==> src/logic/sclkp_pkg.sv <==
/*
  Package for the system clock select and prescaler block: fuse codes,
  register layout, reset values and start-up timing.
  Assumes a 40 MHz sys_clk; all users refer to names as sclkp_pkg::name.
*/
package sclkp_pkg;

  // Clock source select fuse codes
  localparam logic [3:0] SRC_EXTERNAL = 4'h0;
  localparam logic [3:0] SRC_LOWPOWER_128K = 4'h3;

  // Start-up time fuse codes
  localparam logic [1:0] START_SHORT = 2'h0;
  localparam logic [1:0] START_FAST = 2'h1;
  localparam logic [1:0] START_SLOW = 2'h2;

  // Prescale control register layout
  localparam int CHANGE_ENABLE_BIT = 7;
  localparam logic [7:0] PRESCALE_ARM_VALUE = 8'h80;
  localparam logic [3:0] PRESCALE_MAX_CODE = 4'h8;
  localparam logic [3:0] PRESCALE_RESET_DIV1 = 4'h0;
  localparam logic [3:0] PRESCALE_RESET_DIV8 = 4'h3;
  localparam logic [2:0] ARM_WINDOW_CYCLES = 3'h4;

  // Register offsets
  localparam logic [1:0] ADDR_PRESCALE = 2'h0;
  localparam logic [1:0] ADDR_ASYNC_STATUS = 2'h1;
  localparam logic [1:0] ADDR_STATUS = 2'h2;
  localparam int TIMER_EXT_CLOCK_BIT = 6;

  // Start-up delays, in source clock cycles and in milliseconds
  localparam logic [3:0] WAKE_CYCLES = 4'h6;
  localparam logic [3:0] RESET_CYCLES = 4'hE;
  localparam real CLK_MHZ = 40.0;
  localparam real LP_FAST_MS = 4.0;
  localparam real LP_SLOW_MS = 64.0;
  localparam real EXT_FAST_MS = 4.1;
  localparam real EXT_SLOW_MS = 65.0;
  localparam int LP_FAST_CYC = int'($ceil(LP_FAST_MS * CLK_MHZ * 1000.0));
  localparam int LP_SLOW_CYC = int'($ceil(LP_SLOW_MS * CLK_MHZ * 1000.0));
  localparam int EXT_FAST_CYC = int'($ceil(EXT_FAST_MS * CLK_MHZ * 1000.0));
  localparam int EXT_SLOW_CYC = int'($ceil(EXT_SLOW_MS * CLK_MHZ * 1000.0));
  localparam int DELAY_W = 22;

  typedef enum logic [1:0] {SCLKP_ST_DELAY, SCLKP_ST_RUN, SCLKP_ST_HALT} sclkp_state_t;

endpackage

==> src/logic/sclkp_sync.sv <==
/*
  Two-flop synchroniser for one level.
  Assumes the input is asynchronous to sys_clk.
*/
`timescale 1ns/10ps
module sclkp_sync (
  // Clock and reset
  input wire logic sys_clk,
  input wire logic rstn,
  // Level
  input wire logic async_in,
  output logic sync_out
);

  typedef struct packed {
    logic meta;
    logic stable;
  } sclkp_sync_t;

  sclkp_sync_t s_reg;
  sclkp_sync_t s_next;

  always_comb begin
    s_next.meta = async_in;
    s_next.stable = s_reg.meta;
  end

  always_ff @(posedge sys_clk or negedge rstn) begin
    if (!rstn) begin
      s_reg <= '0;
    end else begin
      s_reg <= s_next;
    end
  end

  assign sync_out = s_reg.stable;

endmodule

==> src/logic/sclkp_divider.sv <==
/*
  Glitch-free divider: a counter on the undivided clock, cleared at each boundary, and a clock
  enable pulse whose divisor only changes at a divided-period boundary.
  Assumes select codes are already limited to the legal range.
*/
`timescale 1ns/10ps
module sclkp_divider (
  // Clock and reset
  input wire logic sys_clk,
  input wire logic rstn,
  // Control
  input wire logic src_tick,
  input wire logic [3:0] select,
  // Divided clock
  output logic div_tick,
  output logic div_level,
  output logic [3:0] active_select
);

  typedef struct packed {
    logic [7:0] count;
    logic [3:0] active;
    logic tick;
    logic level;
  } sclkp_div_t;

  sclkp_div_t d_reg;
  sclkp_div_t d_next;
  logic [7:0] mask;

  always_comb begin
    mask = 8'(({8'h0, 1'b1} << d_reg.active) - 9'h001);
    d_next = d_reg;
    d_next.tick = 1'b0;
    if (src_tick) begin
      // Count state is internal only
      if ((d_reg.count & mask) == mask) begin
        d_next.count = 8'h00;
        d_next.tick = 1'b1;
        // Switch only at the boundary: no short period appears
        d_next.active = select;
      end else begin
        d_next.count = 8'(d_reg.count + 8'h01);
      end
      d_next.level = ((d_next.count & mask) <= (mask >> 1)) && (d_next.active != 4'h0)
                     ? 1'b1 : (d_next.active == 4'h0 ? ~d_reg.level : 1'b0);
    end
  end

  always_ff @(posedge sys_clk or negedge rstn) begin
    if (!rstn) begin
      d_reg <= '0;
    end else begin
      d_reg <= d_next;
    end
  end

  assign div_tick = d_reg.tick;
  assign div_level = d_reg.level;
  assign active_select = d_reg.active;

endmodule

==> src/logic/sclkp_top.sv <==
/*
  System clock source select, start-up delay, clock output and
  programmable prescaler with a timed two-step unlock.
  Assumes fuses are static straps, and that pins are asynchronous.
*/
`timescale 1ns/10ps
module sclkp_top (
  // Clock and reset
  input wire logic sys_clk,
  input wire logic rstn,
  // Fuses
  input wire logic [3:0] clock_source_select_fuses,
  input wire logic [1:0] startup_time_fuses,
  input wire logic clock_output_fuse,
  input wire logic divide_by_eight_fuse,
  // Clock sources
  input wire logic external_clock_input_pin,
  input wire logic lowpower_osc_tick,
  input wire logic timer_osc_input_pin,
  input wire logic timer_crystal_tick,
  input wire logic wake_request,
  // Register port
  input wire logic [1:0] reg_addr,
  input wire logic [7:0] reg_wdata,
  input wire logic reg_write,
  input wire logic reg_read,
  output logic [7:0] reg_rdata,
  // Clock outputs
  output logic clock_output_pin,
  output logic clock_output_pin_oe,
  output logic system_clock_tick,
  output logic system_clock_ready,
  output logic timer_clock_tick
);

  typedef struct packed {
    sclkp_pkg::sclkp_state_t state;
    logic [3:0] select;
    logic armed;
    logic [2:0] arm_count;
    logic timer_ext;
    logic [21:0] delay;
    logic strap_done;
    logic ext_prev;
    logic tosc_prev;
    logic timer_tick;
    logic [7:0] rdata;
  } sclkp_top_t;

  sclkp_top_t r_reg;
  sclkp_top_t r_next;
  logic ext_sync;
  logic tosc_sync;
  logic src_tick;
  logic div_tick;
  logic div_level;
  logic [3:0] active_select;
  logic source_ok;
  logic [21:0] reset_delay;

  sclkp_sync u_ext_sync (
    .sys_clk(sys_clk),
    .rstn(rstn),
    .async_in(external_clock_input_pin),
    .sync_out(ext_sync)
  );

  sclkp_sync u_tosc_sync (
    .sys_clk(sys_clk),
    .rstn(rstn),
    .async_in(timer_osc_input_pin),
    .sync_out(tosc_sync)
  );

  always_comb begin
    source_ok = 1'b1;
    src_tick = 1'b0;
    case (clock_source_select_fuses)
      sclkp_pkg::SRC_LOWPOWER_128K: src_tick = lowpower_osc_tick;
      sclkp_pkg::SRC_EXTERNAL: src_tick = ext_sync & ~r_reg.ext_prev;
      default: source_ok = 1'b0;
    endcase
  end

  // Reset delay: 14 source cycles for the short code, else a fixed time in sys_clk cycles
  always_comb begin
    reset_delay = 22'(sclkp_pkg::RESET_CYCLES);
    case (startup_time_fuses)
      sclkp_pkg::START_FAST: begin
        if (clock_source_select_fuses == sclkp_pkg::SRC_EXTERNAL) begin
          reset_delay = 22'(sclkp_pkg::EXT_FAST_CYC);
        end else begin
          reset_delay = 22'(sclkp_pkg::LP_FAST_CYC);
        end
      end
      sclkp_pkg::START_SLOW: begin
        if (clock_source_select_fuses == sclkp_pkg::SRC_EXTERNAL) begin
          reset_delay = 22'(sclkp_pkg::EXT_SLOW_CYC);
        end else begin
          reset_delay = 22'(sclkp_pkg::LP_SLOW_CYC);
        end
      end
      default: reset_delay = 22'(sclkp_pkg::RESET_CYCLES);
    endcase
  end

  always_comb begin
    r_next = r_reg;
    r_next.ext_prev = ext_sync;
    r_next.tosc_prev = tosc_sync;
    r_next.rdata = 8'h00;
    // Timer source: crystal, or the external pin only when selected
    r_next.timer_tick = r_reg.timer_ext ? (tosc_sync & ~r_reg.tosc_prev)
                                        : timer_crystal_tick;
    // Strap caught once after reset release
    if (!r_reg.strap_done) begin
      r_next.strap_done = 1'b1;
      r_next.select = divide_by_eight_fuse ? sclkp_pkg::PRESCALE_RESET_DIV8
                                           : sclkp_pkg::PRESCALE_RESET_DIV1;
      // Short code counts 14 source cycles, fast and slow codes count sys_clk cycles
      r_next.delay = reset_delay;
    end
    case (r_reg.state)
      sclkp_pkg::SCLKP_ST_DELAY: begin
        // Reserved start-up code 11 or unknown source never starts
        if (r_reg.strap_done && source_ok && startup_time_fuses != 2'h3) begin
          if (r_reg.delay == 22'h0) begin
            r_next.state = sclkp_pkg::SCLKP_ST_RUN;
          end else if (src_tick || startup_time_fuses != sclkp_pkg::START_SHORT) begin
            r_next.delay = 22'(r_reg.delay - 22'h1);
          end
        end
      end
      sclkp_pkg::SCLKP_ST_RUN: begin
        if (wake_request) begin
          r_next.state = sclkp_pkg::SCLKP_ST_HALT;
          r_next.delay = 22'(sclkp_pkg::WAKE_CYCLES);
        end
      end
      sclkp_pkg::SCLKP_ST_HALT: begin
        if (r_reg.delay == 22'h0) begin
          r_next.state = sclkp_pkg::SCLKP_ST_RUN;
        end else if (src_tick) begin
          r_next.delay = 22'(r_reg.delay - 22'h1);
        end
      end
      default: r_next.state = sclkp_pkg::SCLKP_ST_DELAY;
    endcase
    // Arm window: fixed from the arming write, not extended
    if (r_reg.armed) begin
      if (r_reg.arm_count == sclkp_pkg::ARM_WINDOW_CYCLES - 3'h1) begin
        r_next.armed = 1'b0;
      end
      r_next.arm_count = 3'(r_reg.arm_count + 3'h1);
    end
    if (reg_write) begin
      case (reg_addr)
        sclkp_pkg::ADDR_PRESCALE: begin
          if (reg_wdata == sclkp_pkg::PRESCALE_ARM_VALUE) begin
            if (!r_reg.armed) begin
              r_next.armed = 1'b1;
              r_next.arm_count = 3'h0;
            end
          end else if (!reg_wdata[sclkp_pkg::CHANGE_ENABLE_BIT]) begin
            if (r_reg.armed) begin
              r_next.armed = 1'b0;
              // Reserved codes ignored to keep a legal divisor
              if (reg_wdata[3:0] <= sclkp_pkg::PRESCALE_MAX_CODE) begin
                r_next.select = reg_wdata[3:0];
              end
            end
            // Unarmed writes leave the select alone
          end
        end
        sclkp_pkg::ADDR_ASYNC_STATUS: begin
          r_next.timer_ext = reg_wdata[sclkp_pkg::TIMER_EXT_CLOCK_BIT];
        end
        default: r_next.timer_ext = r_reg.timer_ext;
      endcase
    end
    if (reg_read) begin
      case (reg_addr)
        sclkp_pkg::ADDR_PRESCALE: r_next.rdata = {r_reg.armed, 3'h0, r_reg.select};
        sclkp_pkg::ADDR_ASYNC_STATUS: begin
          r_next.rdata = 8'(r_reg.timer_ext) << sclkp_pkg::TIMER_EXT_CLOCK_BIT;
        end
        sclkp_pkg::ADDR_STATUS: begin
          r_next.rdata = {2'h0, r_reg.state == sclkp_pkg::SCLKP_ST_RUN, source_ok,
                          active_select};
        end
        default: r_next.rdata = 8'h00;
      endcase
    end
  end

  always_ff @(posedge sys_clk or negedge rstn) begin
    if (!rstn) begin
      r_reg <= '0;
    end else begin
      r_reg <= r_next;
    end
  end

  // Counter on undivided ticks; divisor swaps at a boundary only
  sclkp_divider u_div (
    .sys_clk(sys_clk),
    .rstn(rstn),
    .src_tick(src_tick),
    .select(r_reg.select),
    .div_tick(div_tick),
    .div_level(div_level),
    .active_select(active_select)
  );

  // Divided clock on the pin while the fuse is set, held low while it is clear
  assign clock_output_pin = div_level & clock_output_fuse;
  assign clock_output_pin_oe = clock_output_fuse;
  assign system_clock_tick = div_tick & (r_reg.state == sclkp_pkg::SCLKP_ST_RUN);
  assign system_clock_ready = r_reg.state == sclkp_pkg::SCLKP_ST_RUN;
  assign timer_clock_tick = r_reg.timer_tick;
  assign reg_rdata = r_reg.rdata;

endmodule

==> config.mk <==
export PLATFORM = sky130hd
export DESIGN_NAME = sclkp_top
export DESIGN_NICKNAME = d
export VERILOG_FILES = /design/src/logic/sclkp_pkg.sv /design/src/logic/sclkp_sync.sv /design/src/logic/sclkp_divider.sv /design/src/logic/sclkp_top.sv
export SDC_FILE = /design/constraint.sdc
export NUM_CORES = 1
export LEC_CHECK = 0
export BUFFER_PORTS_ARGS = -buffer_cell sky130_fd_sc_hd__buf_4
export CAP_MARGIN = 20
export CORE_ASPECT_RATIO = 1.2
export CORE_MARGIN = 2
export CORE_UTILIZATION = 30
export CTS_BUF_LIST = sky130_fd_sc_hd__clkbuf_4 sky130_fd_sc_hd__clkbuf_8 sky130_fd_sc_hd__clkbuf_16
export DETAILED_ROUTE_END_ITERATION = 10
export HOLD_SLACK_MARGIN = 0.15
export PLACE_DENSITY = 0.47
export SLEW_MARGIN = 20
export SYNTH_ARGS = -nofsm -noshare
export SYNTH_HDL_FRONTEND = slang
export SYNTH_SLANG_ARGS = --single-unit
==> constraint.sdc <==
create_clock -name sys_clk -period 4.74 [get_ports sys_clk]
set_input_delay 0.474 -clock sys_clk [delete_from_list [all_inputs] [get_ports sys_clk]]
set_output_delay 0.474 -clock sys_clk [all_outputs]
set_load 0.02 [all_outputs]
==> flow_summary.ini <==
[outcome]
outcome = finished clean

[timing]
finalSetupTns_ps = 0
layout_setup_ws_ps = 697
min_period_ps = 4040
max_slew_margin = 0.452
rsz0062_at_grt = false
finalCritPeriodShare = 0.853
clock_skew_ps = 10.5
hold_viol = 0
slew_violations = 0
worst_pin_slew_ps = 823
setup_viol = 0
fmax_mhz = 247

[logic_synthesis]
async_flop_share = 1.00
avgSynthCellArea_um2 = 8.91
synthFlopType = dfrtp_1
syn_nets = 464
ys_types = 54
netlist_instances = 421
ys_ff_latch = 63
synth-edff-count = 0
syn_area_um2 = 3750
ys_seq_area_frac = 0.420
yosys_warnings = 0

[floorplan]
die_area_um2 = 13400
io_pins = 40
die_height_um = 126
row_count = 44
fp.dieW_um = 106
start_util = 0.308
core_area_um2 = 12200

[worst_setup_path]
arrival_ps = 4300
timing_worst_setup_path_type = flip-flop to flip-flop
cp_max_fo = 15
cp_cell_sequence = nor4_1 -> inv_1 -> ha_1 -> nor4_1 -> a21o_1 -> a22oi_1 -> o2111a_1 -> buf_4 -> nand2b_1 -> nor2_1 -> ha_1 -> nor2b_1 -> o21ai_0 -> nand3_1 -> o211ai_1 -> a2bb2oi_1 -> o22ai_1 -> a31oi_1
slowest_delay_ps = 570
required_ps = 5000
critPathLaunchType = flip-flop
cpMaxStageDelayCell = nor4_1
critPathBufInv = 2
critical_path.top_delay_family = simple AND/OR/NAND/NOR gates
critPathCaptureType = flip-flop

[route]
ant_nets = 0
drt-pass1-iter-count = 4
wire_per_inst_um = 14.7
dr.first_iter.drc_count = 101
drc = 0
dr_total_vias = 3120
viasPerCell = 5.06
wl_um = 9040

[flow_run]
max_cap_violations = 0

[cells_and_area]
final_cells = 616
drive_above_1_share = 0.163
area_delta_synth_final_pct = 18.7
fin_util = 0.366
largest_reg_flops = 36
mostFrequentLayoutCells = 63 x dfrtp_1, 52 x nor2_1, 44 x buf_4
final_common_cell = dfrtp_1
diodes = 0
fin_nets = 493

[clocking]
cts_max_path_buffers = 2
cts_sinks = 63
cts_setup_buffers = 0
clk_pin_slew_worst_paths_ps = 60
root_buffer = clkbuf_16
cts_buffers = 9
holdBufCountCts = 0
cts_tree = done
cts_htree_levels = 3
clock_latency_ps = 340
cts_resized = 0

[placed_design]
gp_congestion = 0.827
dp_cells = 600
port-buffer-count = 39
post-dp-hpwl_um = 6550
pre_cts_slack_ps = 739

[power_and_ir_drop]
netSwitchingPower_uw = 932
pwr-share-clk = 0.298
peakVddDrop_mv = 0.238
cellPowerDensity_nw_per_um2 = 556
combPwrFrac = 0.387
sw_frac_of_total = 0.376
p_leak_uw = 0.00197
p_int_uw = 1540
pwr-share-seq = 0.315

[global_route]
grt_pass1_wl_um = 15500
grt_antenna_before_repair = 0
grt_pass1_vias = 3042
grtUsageTotal = 0.148
grt_start_max_net_pins = 64
grt_overflow = 0

[hold_path]
hold_class = input port to asynchronous set/reset pin
final timing paths:
path / startpoint / end / slack [ps] / cells after the start
setup / recovery: u_div.active_select[3]$_DFFE_PN0P_ / u_div.div_level$_DFFE_PN0P_ / 700 / 18
hold / removal: rstn / r_reg[26]$_DFF_PN0_ / 230 / 1
setup reg to reg: u_div.active_select[3]$_DFFE_PN0P_ / u_div.div_level$_DFFE_PN0P_ / 700 / 18
hold reg to reg: u_tosc_sync.s_next[0]$_DFF_PN0_ / u_tosc_sync.sync_out$_DFF_PN0_ / 340 / 0
max in group asynchronous: rstn / u_ext_sync.s_next[0]$_DFF_PN0_ / 3970 / 1
min in group sys_clk: external_clock_input_pin / u_ext_sync.s_next[0]$_DFF_PN0_ / 250 / 1
final cells by class:
type	count	area, um2
fillers	1242	7710
multi-input cells	319	1960
flip-flops and latches	63	1580
repair buffers	44	330
clock buffers	10	239
well taps	161	201
clock inverters	6	92.6
inverters	13	48.8
per-stage QoR:
step | total power (uW) | cell area (um2) | hold slack, ps
3_3_place_gp | 1740 | 4120 | 333
2_1_floorplan | 1510 | 3750 | 178
3_5_place_dp | 1750 | 4120 | 337
6_report | 2480 | 4450 | 233
4_1_cts | 2510 | 4450 | 228
5_1_grt | 2700 | 4450 | 227
per-layer routing:
layer,part of all wire,GRT usage,vias up
met5,0,0,-
met4,0.019,0.0550,0
met3,0.025,0.0396,14
met2,0.51,0.253,34
met1,0.44,0.178,1506
li1,-,-,1566
power groups by stage:
stage / clock network (uW) / registers (uW) / logic, uW
after floorplan: 0 / 734 / 778
after global placement: 0 / 789 / 950
after detailed placement: 0 / 790 / 961
after CTS: 764 / 782 / 967
after global routing: 792 / 806 / 1100
final: 738 / 781 / 958
synth_stat cells (all sizes together), types with 2 or more instances:
master	n	area, um2
o311ai	4	35.0
a211oi	2	15.0
o22ai	3	18.8
mux2i	6	60.1
o21bai	2	15.0
nor2	52	195
nor4b	2	17.5
o211ai	8	60.1
xnor2	9	78.8
ha	16	200
o31ai	2	15.0
or3	4	30.0
nand2b	8	50.1
clkbuf	12	45.0
o21ai	45	225
a21oi	17	85.1
nor3b	2	26.3
dfrtp	63	1580
or4	2	22.5
or2	3	18.8
nand4b	2	17.5
nor4	10	68.8
and3	8	50.1
mux2	6	67.6
nor3	16	91.3
inv	13	48.8
buf	14	116
a31oi	4	25.0
nand3b	3	22.5
nor2b	7	43.8
o21a	2	15.0
nand4	4	25.0
nand3	18	90.1
a21o	3	22.5
and2	7	43.8
nand2	30	113
a22oi	3	22.5
cells by family after synthesis:
| logic type | synth area share |
|---|---|
| compound gates | 0.160 |
| flops | 0.420 |
| buf+inv | 0.0561 |
| simple gates | 0.254 |
| xor+xnor | 0.0210 |
| fa+ha+maj | 0.0534 |
| other cells | 0.00100 |
| mux | 0.0340 |
No activity file was read; power rests on OpenSTA's default activity.
